### config.mk
export PLATFORM = sky130hd
export DESIGN_NAME = countdown_timer_32bit
export DESIGN_NICKNAME = d
export VERILOG_FILES = /design/src/rtl/cdt_pkg.sv /design/src/rtl/countdown_timer_32bit.sv
export SDC_FILE = /design/constraint.sdc
export NUM_CORES = 1
export LEC_CHECK = 0
export BUFFER_PORTS_ARGS = -buffer_cell sky130_fd_sc_hd__buf_2
export CORE_ASPECT_RATIO = 1.25
export CORE_UTILIZATION = 52
export CTS_CLUSTER_DIAMETER = 120
export DETAILED_ROUTE_END_ITERATION = 10
export PLACE_DENSITY = 0.83
export SLEW_MARGIN = 20
export SYNTH_ARGS = -nofsm -noshare
export SYNTH_HDL_FRONTEND = slang
export SYNTH_SLANG_ARGS = --single-unit
### constraint.sdc
create_clock -name core_clk -period 2.45 [get_ports core_clk]
set_clock_uncertainty 0.05 [all_clocks]
set_input_delay 0.1225 -clock core_clk [delete_from_list [all_inputs] [get_ports core_clk]]
set_output_delay 0.1225 -clock core_clk [all_outputs]
set_load 0.01 [all_outputs]
### src/rtl/cdt_pkg.sv
// constants and carriers shared by the countdown timer design
`default_nettype none
package cdt_pkg;
    localparam int CNT_W = 32;
    // register byte offsets
    localparam logic [7:0] RELOAD_OFS = 8'h00;
    localparam logic [7:0] COUNT_OFS = 8'h04;
    localparam logic [7:0] CONTROL_OFS = 8'h08;
    localparam logic [7:0] ACK_OFS = 8'h0C;
    localparam logic [7:0] STATE_OFS = 8'h10;
    localparam logic [7:0] EVTSTAT_OFS = 8'h14;
    localparam logic [7:0] EVTMASK_OFS = 8'h18;
    // control field positions
    localparam int ENABLE_POS = 0;
    localparam int MODE_POS = 1;
    localparam int MASK_POS = 2;
    // reset values, free-run reload value and bus response codes
    localparam logic [31:0] RELOAD_RST = 32'h0000_0000;
    localparam logic [31:0] FREE_MAX = 32'hFFFF_FFFF;
    localparam logic [2:0] CONTROL_RST = 3'h0;
    localparam logic EVTMASK_RST = 1'b0;
    localparam logic [1:0] RESP_OKAY = 2'h0;
    localparam logic [1:0] RESP_SLVERR = 2'h2;
    typedef struct packed {
        logic irqMask;
        logic countMode;
        logic runEnable;
    } control_s;
endpackage
`default_nettype wire

### src/rtl/countdown_timer_32bit.sv
// 32-bit countdown timer with an AXI4-Lite register slave
// How it works
// - a 32-bit down counter raises an interrupt event whenever it reaches zero
// - free-running mode reloads all ones on reaching zero
// - user count mode reloads the reload register value on reaching zero
// - on going from disabled to enabled the counter loads the reload register
// - everything runs in one clock domain, the timer's own clock
// - reset disables timer, unmasks interrupt, picks free-run, clears reload value
// - reading the acknowledge register clears the pending interrupt
// - the state register shows interrupt status without clearing it
// - interrupt output ORs the pending flag gated by the mask bit with the event bit gated by the event mask
// - disabling the timer clears the pending flag but not the event bit
// - mode bit 1 selects user count mode, 0 free-running
// - mask bit 1 keeps the pending flag off the interrupt output
// - clearing enable resets the counter and pending state
// - a zero event in the cycle of a clear keeps the interrupt set
//
// The AXI4-Lite slave port and the register addresses were decided locally.
`default_nettype none
module countdown_timer_32bit #(
    parameter int CNT_W = cdt_pkg::CNT_W
) (
    // clock and reset
    input wire logic core_clk,
    input wire logic resetn,
    // axi4-lite write address and data
    input wire logic [7:0] s_axi_awaddr,
    input wire logic s_axi_awvalid,
    output logic s_axi_awready,
    input wire logic [31:0] s_axi_wdata,
    input wire logic [3:0] s_axi_wstrb,
    input wire logic s_axi_wvalid,
    output logic s_axi_wready,
    // axi4-lite write response
    output logic [1:0] s_axi_bresp,
    output logic s_axi_bvalid,
    input wire logic s_axi_bready,
    // axi4-lite read
    input wire logic [7:0] s_axi_araddr,
    input wire logic s_axi_arvalid,
    output logic s_axi_arready,
    output logic [31:0] s_axi_rdata,
    output logic [1:0] s_axi_rresp,
    output logic s_axi_rvalid,
    input wire logic s_axi_rready,
    // interrupt
    output logic timerIrq
);
    // registers
    logic [CNT_W-1:0] reloadValue_r;
    logic [CNT_W-1:0] count_r;
    cdt_pkg::control_s control_r;
    logic runEnPrev_r;
    logic pending_r;
    logic evtStat_r;
    logic evtMask_r;
    logic [7:0] awAddr_r;
    logic awHeld_r;
    logic [31:0] wData_r;
    logic [3:0] wStrb_r;
    logic wHeld_r;
    logic bValid_r;
    logic [1:0] bResp_r;
    logic rValid_r;
    logic [31:0] rData_r;
    logic [1:0] rResp_r;

    function automatic logic [31:0] merge(input logic [31:0] old, input logic [31:0] nw,
                                          input logic [3:0] strb);
        logic [31:0] res;
        res = old;
        for (int i = 0; i < 4; i++) begin
            if (strb[i]) begin
                res[i*8 +: 8] = nw[i*8 +: 8];
            end
        end
        return res;
    endfunction

    // write channel: address and data accepted independently
    // bvalid blocks doWrite, so one write lands per response
    wire doWrite = awHeld_r && wHeld_r && !bValid_r;
    wire wrReload = doWrite && awAddr_r == cdt_pkg::RELOAD_OFS;
    wire wrControl = doWrite && awAddr_r == cdt_pkg::CONTROL_OFS;
    wire wrEvtMask = doWrite && awAddr_r == cdt_pkg::EVTMASK_OFS;
    wire wrHit = awAddr_r == cdt_pkg::RELOAD_OFS || awAddr_r == cdt_pkg::CONTROL_OFS
        || awAddr_r == cdt_pkg::EVTMASK_OFS;
    wire [31:0] ctlMerged = merge({29'h0, control_r}, wData_r, wStrb_r);
    wire [31:0] reloadMerged = merge(reloadValue_r, wData_r, wStrb_r);
    wire [31:0] maskMerged = merge({31'h0, evtMask_r}, wData_r, wStrb_r);

    assign s_axi_awready = !awHeld_r;
    assign s_axi_wready = !wHeld_r;
    assign s_axi_bvalid = bValid_r;
    assign s_axi_bresp = bResp_r;

    // read channel
    wire doRead = s_axi_arvalid && !rValid_r;
    assign s_axi_arready = !rValid_r;
    assign s_axi_rvalid = rValid_r;
    assign s_axi_rdata = rData_r;
    assign s_axi_rresp = rResp_r;
    wire rdAck = doRead && s_axi_araddr == cdt_pkg::ACK_OFS;
    wire rdEvtStat = doRead && s_axi_araddr == cdt_pkg::EVTSTAT_OFS;

    // unmapped reads answer zero with an error response
    logic [31:0] rdMux;
    logic rdHit;
    always_comb begin
        rdHit = 1'b1;
        rdMux = 32'h0000_0000;
        if (s_axi_araddr == cdt_pkg::RELOAD_OFS) begin
            rdMux = reloadValue_r;
        end else if (s_axi_araddr == cdt_pkg::COUNT_OFS) begin
            rdMux = count_r;
        end else if (s_axi_araddr == cdt_pkg::CONTROL_OFS) begin
            rdMux = {29'h0, control_r};
        end else if (s_axi_araddr == cdt_pkg::ACK_OFS) begin
            rdMux = 32'h0000_0000;
        end else if (s_axi_araddr == cdt_pkg::STATE_OFS) begin
            rdMux = {31'h0, pending_r && !control_r.irqMask};
        end else if (s_axi_araddr == cdt_pkg::EVTSTAT_OFS) begin
            rdMux = {31'h0, evtStat_r};
        end else if (s_axi_araddr == cdt_pkg::EVTMASK_OFS) begin
            rdMux = {31'h0, evtMask_r};
        end else begin
            rdHit = 1'b0;
        end
    end

    // counter control
    wire runEn = control_r.runEnable;
    wire enRise = runEn && !runEnPrev_r;
    // no zero event in the load cycle: the count is stale then
    wire atZero = runEn && !enRise && count_r == '0;
    wire [CNT_W-1:0] reloadSel = control_r.countMode ? reloadValue_r
        : CNT_W'(cdt_pkg::FREE_MAX);
    logic [CNT_W-1:0] count_nxt;
    always_comb begin
        if (!runEn) begin
            count_nxt = '0;
        end else if (enRise) begin
            count_nxt = reloadValue_r;
        end else if (atZero) begin
            count_nxt = reloadSel;
        end else begin
            count_nxt = count_r - CNT_W'(1);
        end
    end

    // pending flag: set beats clear
    // disable wins over both, so the flag cannot outlive the timer
    wire pending_nxt = !runEn ? 1'b0
        : atZero ? 1'b1
        : rdAck ? 1'b0 : pending_r;
    // sticky copy for polling; its own mask keeps it off the pin
    wire evtStat_nxt = atZero ? 1'b1 : (rdEvtStat ? 1'b0 : evtStat_r);

    // single clock domain for counter and bus
    always_ff @(posedge core_clk or negedge resetn) begin
        if (!resetn) begin
            count_r <= '0;
            runEnPrev_r <= 1'b0;
            pending_r <= 1'b0;
            evtStat_r <= 1'b0;
        end else begin
            count_r <= count_nxt;
            runEnPrev_r <= runEn;
            pending_r <= pending_nxt;
            evtStat_r <= evtStat_nxt;
        end
    end

    always_ff @(posedge core_clk or negedge resetn) begin
        if (!resetn) begin
            reloadValue_r <= CNT_W'(cdt_pkg::RELOAD_RST);
            control_r <= cdt_pkg::CONTROL_RST;
            evtMask_r <= cdt_pkg::EVTMASK_RST;
        end else begin
            if (wrReload) begin
                reloadValue_r <= reloadMerged[CNT_W-1:0];
            end
            if (wrControl) begin
                control_r <= ctlMerged[2:0];
            end
            if (wrEvtMask) begin
                evtMask_r <= maskMerged[0];
            end
        end
    end

    always_ff @(posedge core_clk or negedge resetn) begin
        if (!resetn) begin
            awHeld_r <= 1'b0;
            awAddr_r <= 8'h00;
            wHeld_r <= 1'b0;
            wData_r <= 32'h0000_0000;
            wStrb_r <= 4'h0;
            bValid_r <= 1'b0;
            bResp_r <= cdt_pkg::RESP_OKAY;
        end else begin
            if (s_axi_awvalid && !awHeld_r) begin
                awHeld_r <= 1'b1;
                awAddr_r <= {s_axi_awaddr[7:2], 2'b00};
            end
            if (s_axi_wvalid && !wHeld_r) begin
                wHeld_r <= 1'b1;
                wData_r <= s_axi_wdata;
                wStrb_r <= s_axi_wstrb;
            end
            if (doWrite) begin
                bValid_r <= 1'b1;
                bResp_r <= wrHit ? cdt_pkg::RESP_OKAY : cdt_pkg::RESP_SLVERR;
            end else if (bValid_r && s_axi_bready) begin
                bValid_r <= 1'b0;
                awHeld_r <= 1'b0;
                wHeld_r <= 1'b0;
            end
        end
    end

    always_ff @(posedge core_clk or negedge resetn) begin
        if (!resetn) begin
            rValid_r <= 1'b0;
            rData_r <= 32'h0000_0000;
            rResp_r <= cdt_pkg::RESP_OKAY;
        end else if (doRead) begin
            rValid_r <= 1'b1;
            rData_r <= rdMux;
            rResp_r <= rdHit ? cdt_pkg::RESP_OKAY : cdt_pkg::RESP_SLVERR;
        end else if (rValid_r && s_axi_rready) begin
            rValid_r <= 1'b0;
        end
    end

    // interrupt: timer flag gated by control mask, sticky event gated by event mask
    // limitation: an unmasked event bit keeps the pin up after disable
    assign timerIrq = (pending_r && !control_r.irqMask) || (evtStat_r && !evtMask_r);

    // marks a reset that has already reached the registers
    logic heldRst_r;
    always_ff @(posedge core_clk or negedge resetn) begin
        if (!resetn) begin
            heldRst_r <= 1'b1;
        end else begin
            heldRst_r <= 1'b0;
        end
    end

    // checks
    chk_zero_reload: assert property (@(posedge core_clk) disable iff (!resetn)
        (atZero && !control_r.countMode) |=> count_r == cdt_pkg::FREE_MAX)
        else $error("free-run reload wrong");
    chk_user_reload: assert property (@(posedge core_clk) disable iff (!resetn)
        (atZero && control_r.countMode) |=> count_r == $past(reloadValue_r))
        else $error("user reload wrong");
    chk_enable_load: assert property (@(posedge core_clk) disable iff (!resetn)
        enRise |=> count_r == $past(reloadValue_r))
        else $error("enable load wrong");
    chk_decrement_step: assert property (@(posedge core_clk) disable iff (!resetn)
        (runEn && !enRise && count_r != '0 && $past(runEn)) |=> count_r == $past(count_r) - 1)
        else $error("decrement wrong");
    chk_set_wins: assert property (@(posedge core_clk) disable iff (!resetn)
        (atZero && rdAck) |=> pending_r)
        else $error("clear beat set");
    chk_ack_clears: assert property (@(posedge core_clk) disable iff (!resetn)
        (rdAck && !atZero && runEn) |=> !pending_r)
        else $error("ack did not clear");
    chk_disable_clears: assert property (@(posedge core_clk) disable iff (!resetn)
        !runEn |=> !pending_r && count_r == '0)
        else $error("disable did not clear");
    chk_mask_gate: assert property (@(posedge core_clk) disable iff (!resetn)
        (pending_r && !control_r.irqMask) |-> timerIrq)
        else $error("irq not raised");
    chk_zero_sets: assert property (@(posedge core_clk) disable iff (!resetn)
        atZero |=> pending_r [*1])
        else $error("zero did not set pending");
    chk_reset_state: assert property (@(posedge core_clk)
        (!resetn && heldRst_r) |-> control_r == cdt_pkg::CONTROL_RST
        && reloadValue_r == CNT_W'(cdt_pkg::RELOAD_RST))
        else $error("reset values wrong");
    chk_state_keeps: assert property (@(posedge core_clk) disable iff (!resetn)
        (doRead && s_axi_araddr == cdt_pkg::STATE_OFS && runEn && !atZero)
        |=> pending_r == $past(pending_r))
        else $error("state read changed pending");
    chk_irq_follows: assert property (@(posedge core_clk) disable iff (!resetn)
        (atZero && !control_r.irqMask && !wrControl) |=> timerIrq)
        else $error("zero did not raise irq");
    chk_pending_holds: assert property (@(posedge core_clk) disable iff (!resetn)
        (pending_r && runEn && !rdAck) |=> pending_r)
        else $error("pending dropped without ack");
    chk_ack_zero: assert property (@(posedge core_clk) disable iff (!resetn)
        rdAck |=> s_axi_rdata == 32'h0000_0000)
        else $error("ack read not zero");
    chk_evt_sets: assert property (@(posedge core_clk) disable iff (!resetn)
        atZero |=> evtStat_r)
        else $error("zero did not set event bit");
    chk_evt_sticky: assert property (@(posedge core_clk) disable iff (!resetn)
        (evtStat_r && !rdEvtStat) |=> evtStat_r)
        else $error("event bit not sticky");
    chk_mask_blocks: assert property (@(posedge core_clk) disable iff (!resetn)
        (control_r.irqMask && !(evtStat_r && !evtMask_r)) |-> !timerIrq)
        else $error("masked irq raised");
    chk_idle_count: assert property (@(posedge core_clk) disable iff (!resetn)
        (!runEn && !$past(runEn)) |-> count_r == '0)
        else $error("idle count moved");
endmodule
`default_nettype wire

# After elaboration in Yosys (flattened, before gate mapping)
# Index checks and enable logic that the tools add are counted.
dict set report word_totals {
  regBits 153
  in_bits 59
  output_inout_bits 42
  elab_cells 107
}
dict set report op_classes {
  add_sub_neg 1
  n_eq_ne 9
  muxes 35
  n_reduce_logical 40
}
# op count
set ops {}
lappend ops {{$mux 32} 6}
lappend ops {{$logic_not 32->1} 1}
lappend ops {{$sub 32x1->32 const B} 1}
lappend ops {{$mux 1} 26}
lappend ops {{$eq 8x5->1 const B} 3}
lappend ops {{$logic_and 1x1->1} 17}
lappend ops {{$eq 8x4->1 const B} 2}
lappend ops {{$logic_not 8->1} 2}
lappend ops {{$reduce_and 2->1} 6}
lappend ops {{$eq 8x3->1 const B} 1}
lappend ops {{$logic_not 1->1} 8}
lappend ops {{$eq 6x2->1 const B} 1}
lappend ops {{$eq 6x3->1 const B} 1}
lappend ops {{$reduce_bool 2->1} 3}
lappend ops {{$mux 2} 2}
lappend ops {{$logic_or 1x1->1} 3}
lappend ops {{$mux 3} 1}
lappend ops {{$ne 3x1->1 const B} 1}

# Depth between registers and ports, before layout
dict set report depth {
  depth_word 9
  mapped_depth 7
  ltp_nobuf 7
}

# Worst setup path before layout
# Ideal clock, no wire load.
dict set report synth_timing {
  path_kind {register to register}
  startpoint {reg count_r[4]}
  endpoint {reg count_r[2]}
  setup_ns 0.123
  arrival_time_ns 2.220
  required_ns 2.277
  slack_ns 0.057
  stages_incl_launch_ff 8
  n_path_buf 2
  period_less_slack_ns 2.393
  path_cell_list {dfrtp_1 > or4_4 > buf_6 > nor4_4 > and3_4 > a41oi_4 > buf_6 > o221a_1}
}
dict set report synth_via {
  elab_chain_cells 5
}
# element line
set synth_rtl {}
lappend synth_rtl {{start: declaration} countdown_timer_32bit.sv:51} ;# logic [CNT_W-1:0] count_r;
lappend synth_rtl {{start signal: assignment} countdown_timer_32bit.sv:167} ;# count_r <= count_nxt;
lappend synth_rtl {{$logic_not 32->1} countdown_timer_32bit.sv:135} ;# wire atZero = runEn && !enRise && count_r == '0;
lappend synth_rtl {{$logic_and 1x1->1} countdown_timer_32bit.sv:135}
lappend synth_rtl {{$mux 32} countdown_timer_32bit.sv:144} ;# end else if (atZero) begin
lappend synth_rtl {{$mux 32} countdown_timer_32bit.sv:142} ;# end else if (enRise) begin
lappend synth_rtl {{$mux 32} countdown_timer_32bit.sv:140} ;# if (!runEn) begin
lappend synth_rtl {{net count_nxt[2]} countdown_timer_32bit.sv:138} ;# logic [CNT_W-1:0] count_nxt;
# The timed path passes the listed nets, and every way through them passes these cells.
# A chain may end at the register's enable or synchronous reset.

# Worst setup path in the final report
dict set report layout_timing {
  startpoint {reg count_r[6]}
  endpoint {reg count_r[16]}
}
dict set report layout_via {
  elab_chain_cells 5
  elab_cells_between_ends 6
  cone_classes {add/sub: 1; mux: 3; reduce/logical: 2}
}
# element line
set layout_rtl {}
lappend layout_rtl {{parallel branches: the longest is 2 deep, another holds $sub 32x1->32} -}
lappend layout_rtl {{$mux 32 *} countdown_timer_32bit.sv:144}
lappend layout_rtl {{$mux 32 *} countdown_timer_32bit.sv:142}
lappend layout_rtl {{$mux 32 *} countdown_timer_32bit.sv:140}
lappend layout_rtl {{net count_nxt[16]} countdown_timer_32bit.sv:138}
# Mark *: on every way through the listed nets, which the timed path passes.

==> results.json <==
{
  "drt_iter0_markers": 364,
  "drv_cap": 0,
  "synthDistinctLibCells": 47,
  "diodes": 0,
  "cp.required_ns": 2.71,
  "die_w_um": 105,
  "timing.fmax_ghz": 0.423,
  "cts_root_buf": "clkbuf_16",
  "status": "finished, final reports clean",
  "die_h_um": 131,
  "fin_crit_sh_pct": 96.6,
  "hpwl_um": 10700,
  "yosysSeqAreaShare_pct": 55.0,
  "place_congestion": 0.836,
  "synth_top_area_cell": "dfrtp_1",
  "setup_violations": 0,
  "cts.htree.levels": 4,
  "cts-buffers-inserted": 17,
  "synth_most_common_cell": "dfrtp_1",
  "num_vias": 5313,
  "yosysWarnings": 0,
  "ys.flop_type": "dfrtp_1",
  "path_class": "reg -> reg",
  "drive_gt1_share_pct": 33.9,
  "grt_util_all_layers_pct": 25.8,
  "synthCells": 558,
  "nets": 777,
  "placed_cells": 817,
  "crit_path_end_kind": "flip-flop",
  "synth_common_cells": "dfrtp_1, mux2_2, nand2_1",
  "worstReg2RegEnd": "count_r[16]",
  "timing.setup.tns_ns": 0,
  "grt_antenna_before_repair": 0,
  "route.detailed.drc": 0,
  "ant_nets": 0,
  "cp-endpoint": "count_r[16]",
  "first_pass_iters": 5,
  "area_growth_pct": 26.8,
  "netlist_area_um2": 6880,
  "initial_core_util_pct": 53.8,
  "power_per_cell_area_nw_per_um2": 957,
  "setup.worst_path.start_class": "flip-flop",
  "clk_pin_slew_ns": 0.06,
  "core_area_um2": 12800,
  "vdd_ir_drop_max_uv": 618,
  "hold_class": "in -> reg",
  "cts_max_path_buffers": 2,
  "synth_edf_count": 0,
  "ys_async_sr_fraction_pct": 100,
  "finalMaxSlewViolations": 0,
  "final_core_util_pct": 68.2,
  "synth-seq-cells": 151,
  "wire_per_inst_um": 18.8,
  "final_cells": 897,
  "regToRegSetupSlack_ns": 0.08,
  "routed_wl_um": 16900,
  "num_rows": 46,
  "arrival_ns": 2.63,
  "grt_setup_unrepaired": "no",
  "yosys-top-cells-area": "dfrtp_1, mux2_2, mux2i_1, o221a_1, nand2_1",
  "p_leak_nw": 4.25,
  "hold_viol_final": 0,
  "clock_sinks": 151,
  "avgSynthCellArea_um2": 12.3,
  "worstSkewPairLatency_ns": 0.42,
  "dieArea_um2": 13700,
  "grt_pass1_wl_um": 27200,
  "r2r_cells": 7,
  "worstMarginPinSlew_ns": 0.645,
  "netlist.area_leader.share_pct": 55.0,
  "grt_pass1_vias": 5489,
  "period_minus_slack_ns": 2.37,
  "grt_max_degree": 70,
  "startpoint": "count_r[6]",
  "ios": 101,
  "routed_via_density": 5.92,
  "crit_fanout": 5,
  "gr-total-overflow": 0,
  "timing.rr.start": "count_r[6]",
  "tritoncts": "yes",
  "max-slew-margin-rel_pct": 57.0,
  "io_buffers": 96
}
[sequential cells by signal (all words and copies together) (netlist names)]
register       count
evtMask_r          1
awAddr_r           6
pending_r          1
evtStat_r          1
wHeld_r            1
s_axi_bvalid       1
control_r          2
awHeld_r           1
runEnPrev_r        1
s_axi_bresp        1
wStrb_r            4
s_axi_rresp        1
s_axi_rvalid       1
count_r           32
reloadValue_r     32
s_axi_rdata       32
runEn              1
wData_r           32
[layout by cell type, fill, tap and decap left out, types with 4 or more instances in the layout]
master / synthesis / routed
o221a_1: 26 / 26
dlygate4sd3_1: 0 / 47
nand2_1: 60 / 60
xor2_1: 8 / 8
nor2_1: 16 / 16
mux2_2: 77 / 77
clkbuf_16: 0 / 17
xnor2_1: 19 / 19
mux2i_1: 33 / 33
nor4_1: 8 / 7
o21ai_0: 39 / 39
buf_4: 2 / 26
nand4_1: 9 / 9
dfrtp_1: 151 / 151
nor2b_1: 5 / 4
nand3b_1: 4 / 4
buf_2: 2 / 95
o211a_1: 6 / 6
nand3_1: 6 / 5
nor3_1: 8 / 8
clkinv_2: 0 / 5
inv_1: 10 / 10
or4_1: 6 / 6
[worst min path at each step]
stage | from | to | slack (ns) | cells past startpoint
finish | s_axi_araddr[4] | evtStat_r | 0.03 | 4
global route | s_axi_araddr[4] | evtStat_r | 0.04 | 4
CTS | s_axi_araddr[4] | evtStat_r | 0.01 | 4
detailed placement | resetn | wData_r[19] | 0.11 | 1
global placement | resetn | wData_r[19] | 0.11 | 1
floorplan | resetn | awAddr_r[2] | -0.22 | 0
[per-layer routing]
layer / vias up / track usage (%) / share of wire [%]
li1: 2340 / - / -
met1: 2653 / 28.8 / 37
met2: 248 / 46.0 / 53
met3: 72 / 5.56 / 5.6
met4: 0 / 15.4 / 4.4
met5: - / 0 / 0
[worst max-delay path, stage by stage (launching register included)]
cell and delay (ns):
dfrtp_1 0.41, or4_4 0.59, buf_4 0.18, nor3_2 0.26, buf_4 0.21, nand3b_1 0.14, xnor2_1 0.18, o221a_1 0.23
[what timing repair did]
action	in CTS	in global routing
hold buffers	47	0
hold endpoints to repair	112	0
resized for setup	0	4
buffers inserted	0	1
setup endpoints to repair	0	11
[logic make-up (layout without fill, tap and decap cells)]
logic type | Yosys count | count (layout) | share of synthesized area, %
XOR/XNOR | 27 | 27 | 3.44
buffers and inverters | 43 | 212 | 2.82
flip-flops | 151 | 151 | 55.0
AO/OA/AOI/OAI | 87 | 88 | 10.4
AND/OR/NAND/NOR | 137 | 137 | 10.4
other | 1 | 2 | 0.0545
adder cells (fa/ha/maj) | 1 | 1 | 0.182
multiplexers | 111 | 111 | 17.7
[area by class of cell]
type / count / area [µm²]
Multi-Input combinational cell: 366 / 2940
Timing Repair Buffer: 171 / 1180
Tap cell: 168 / 210
Clock inverter: 13 / 134
Sequential cell: 151 / 3780
Clock buffer: 18 / 429
Fill cell: 886 / 4060
Inverter: 10 / 37.5
[power breakdown]
group	switching, mW	internal, mW
logic	1.24	1.16
clock network	1.03	1.48
registers	0.411	3.01
total	2.68	5.66
[stage by stage]
stage	instance area (µm²)	setup WS [ns]	hold slack, ns	total power, mW
2_1_floorplan	6880	0.0574	-0.223	4.97
3_3_place_gp	7640	0.155	0.108	5.48
3_5_place_dp	7640	0.0491	0.114	5.64
4_1_cts	8680	0.0521	0.0103	8.23
5_1_grt	8710	0.00350	0.0371	8.67
6_report	8710	0.0842	0.0290	8.34
(Power assumes the default switching activity.)
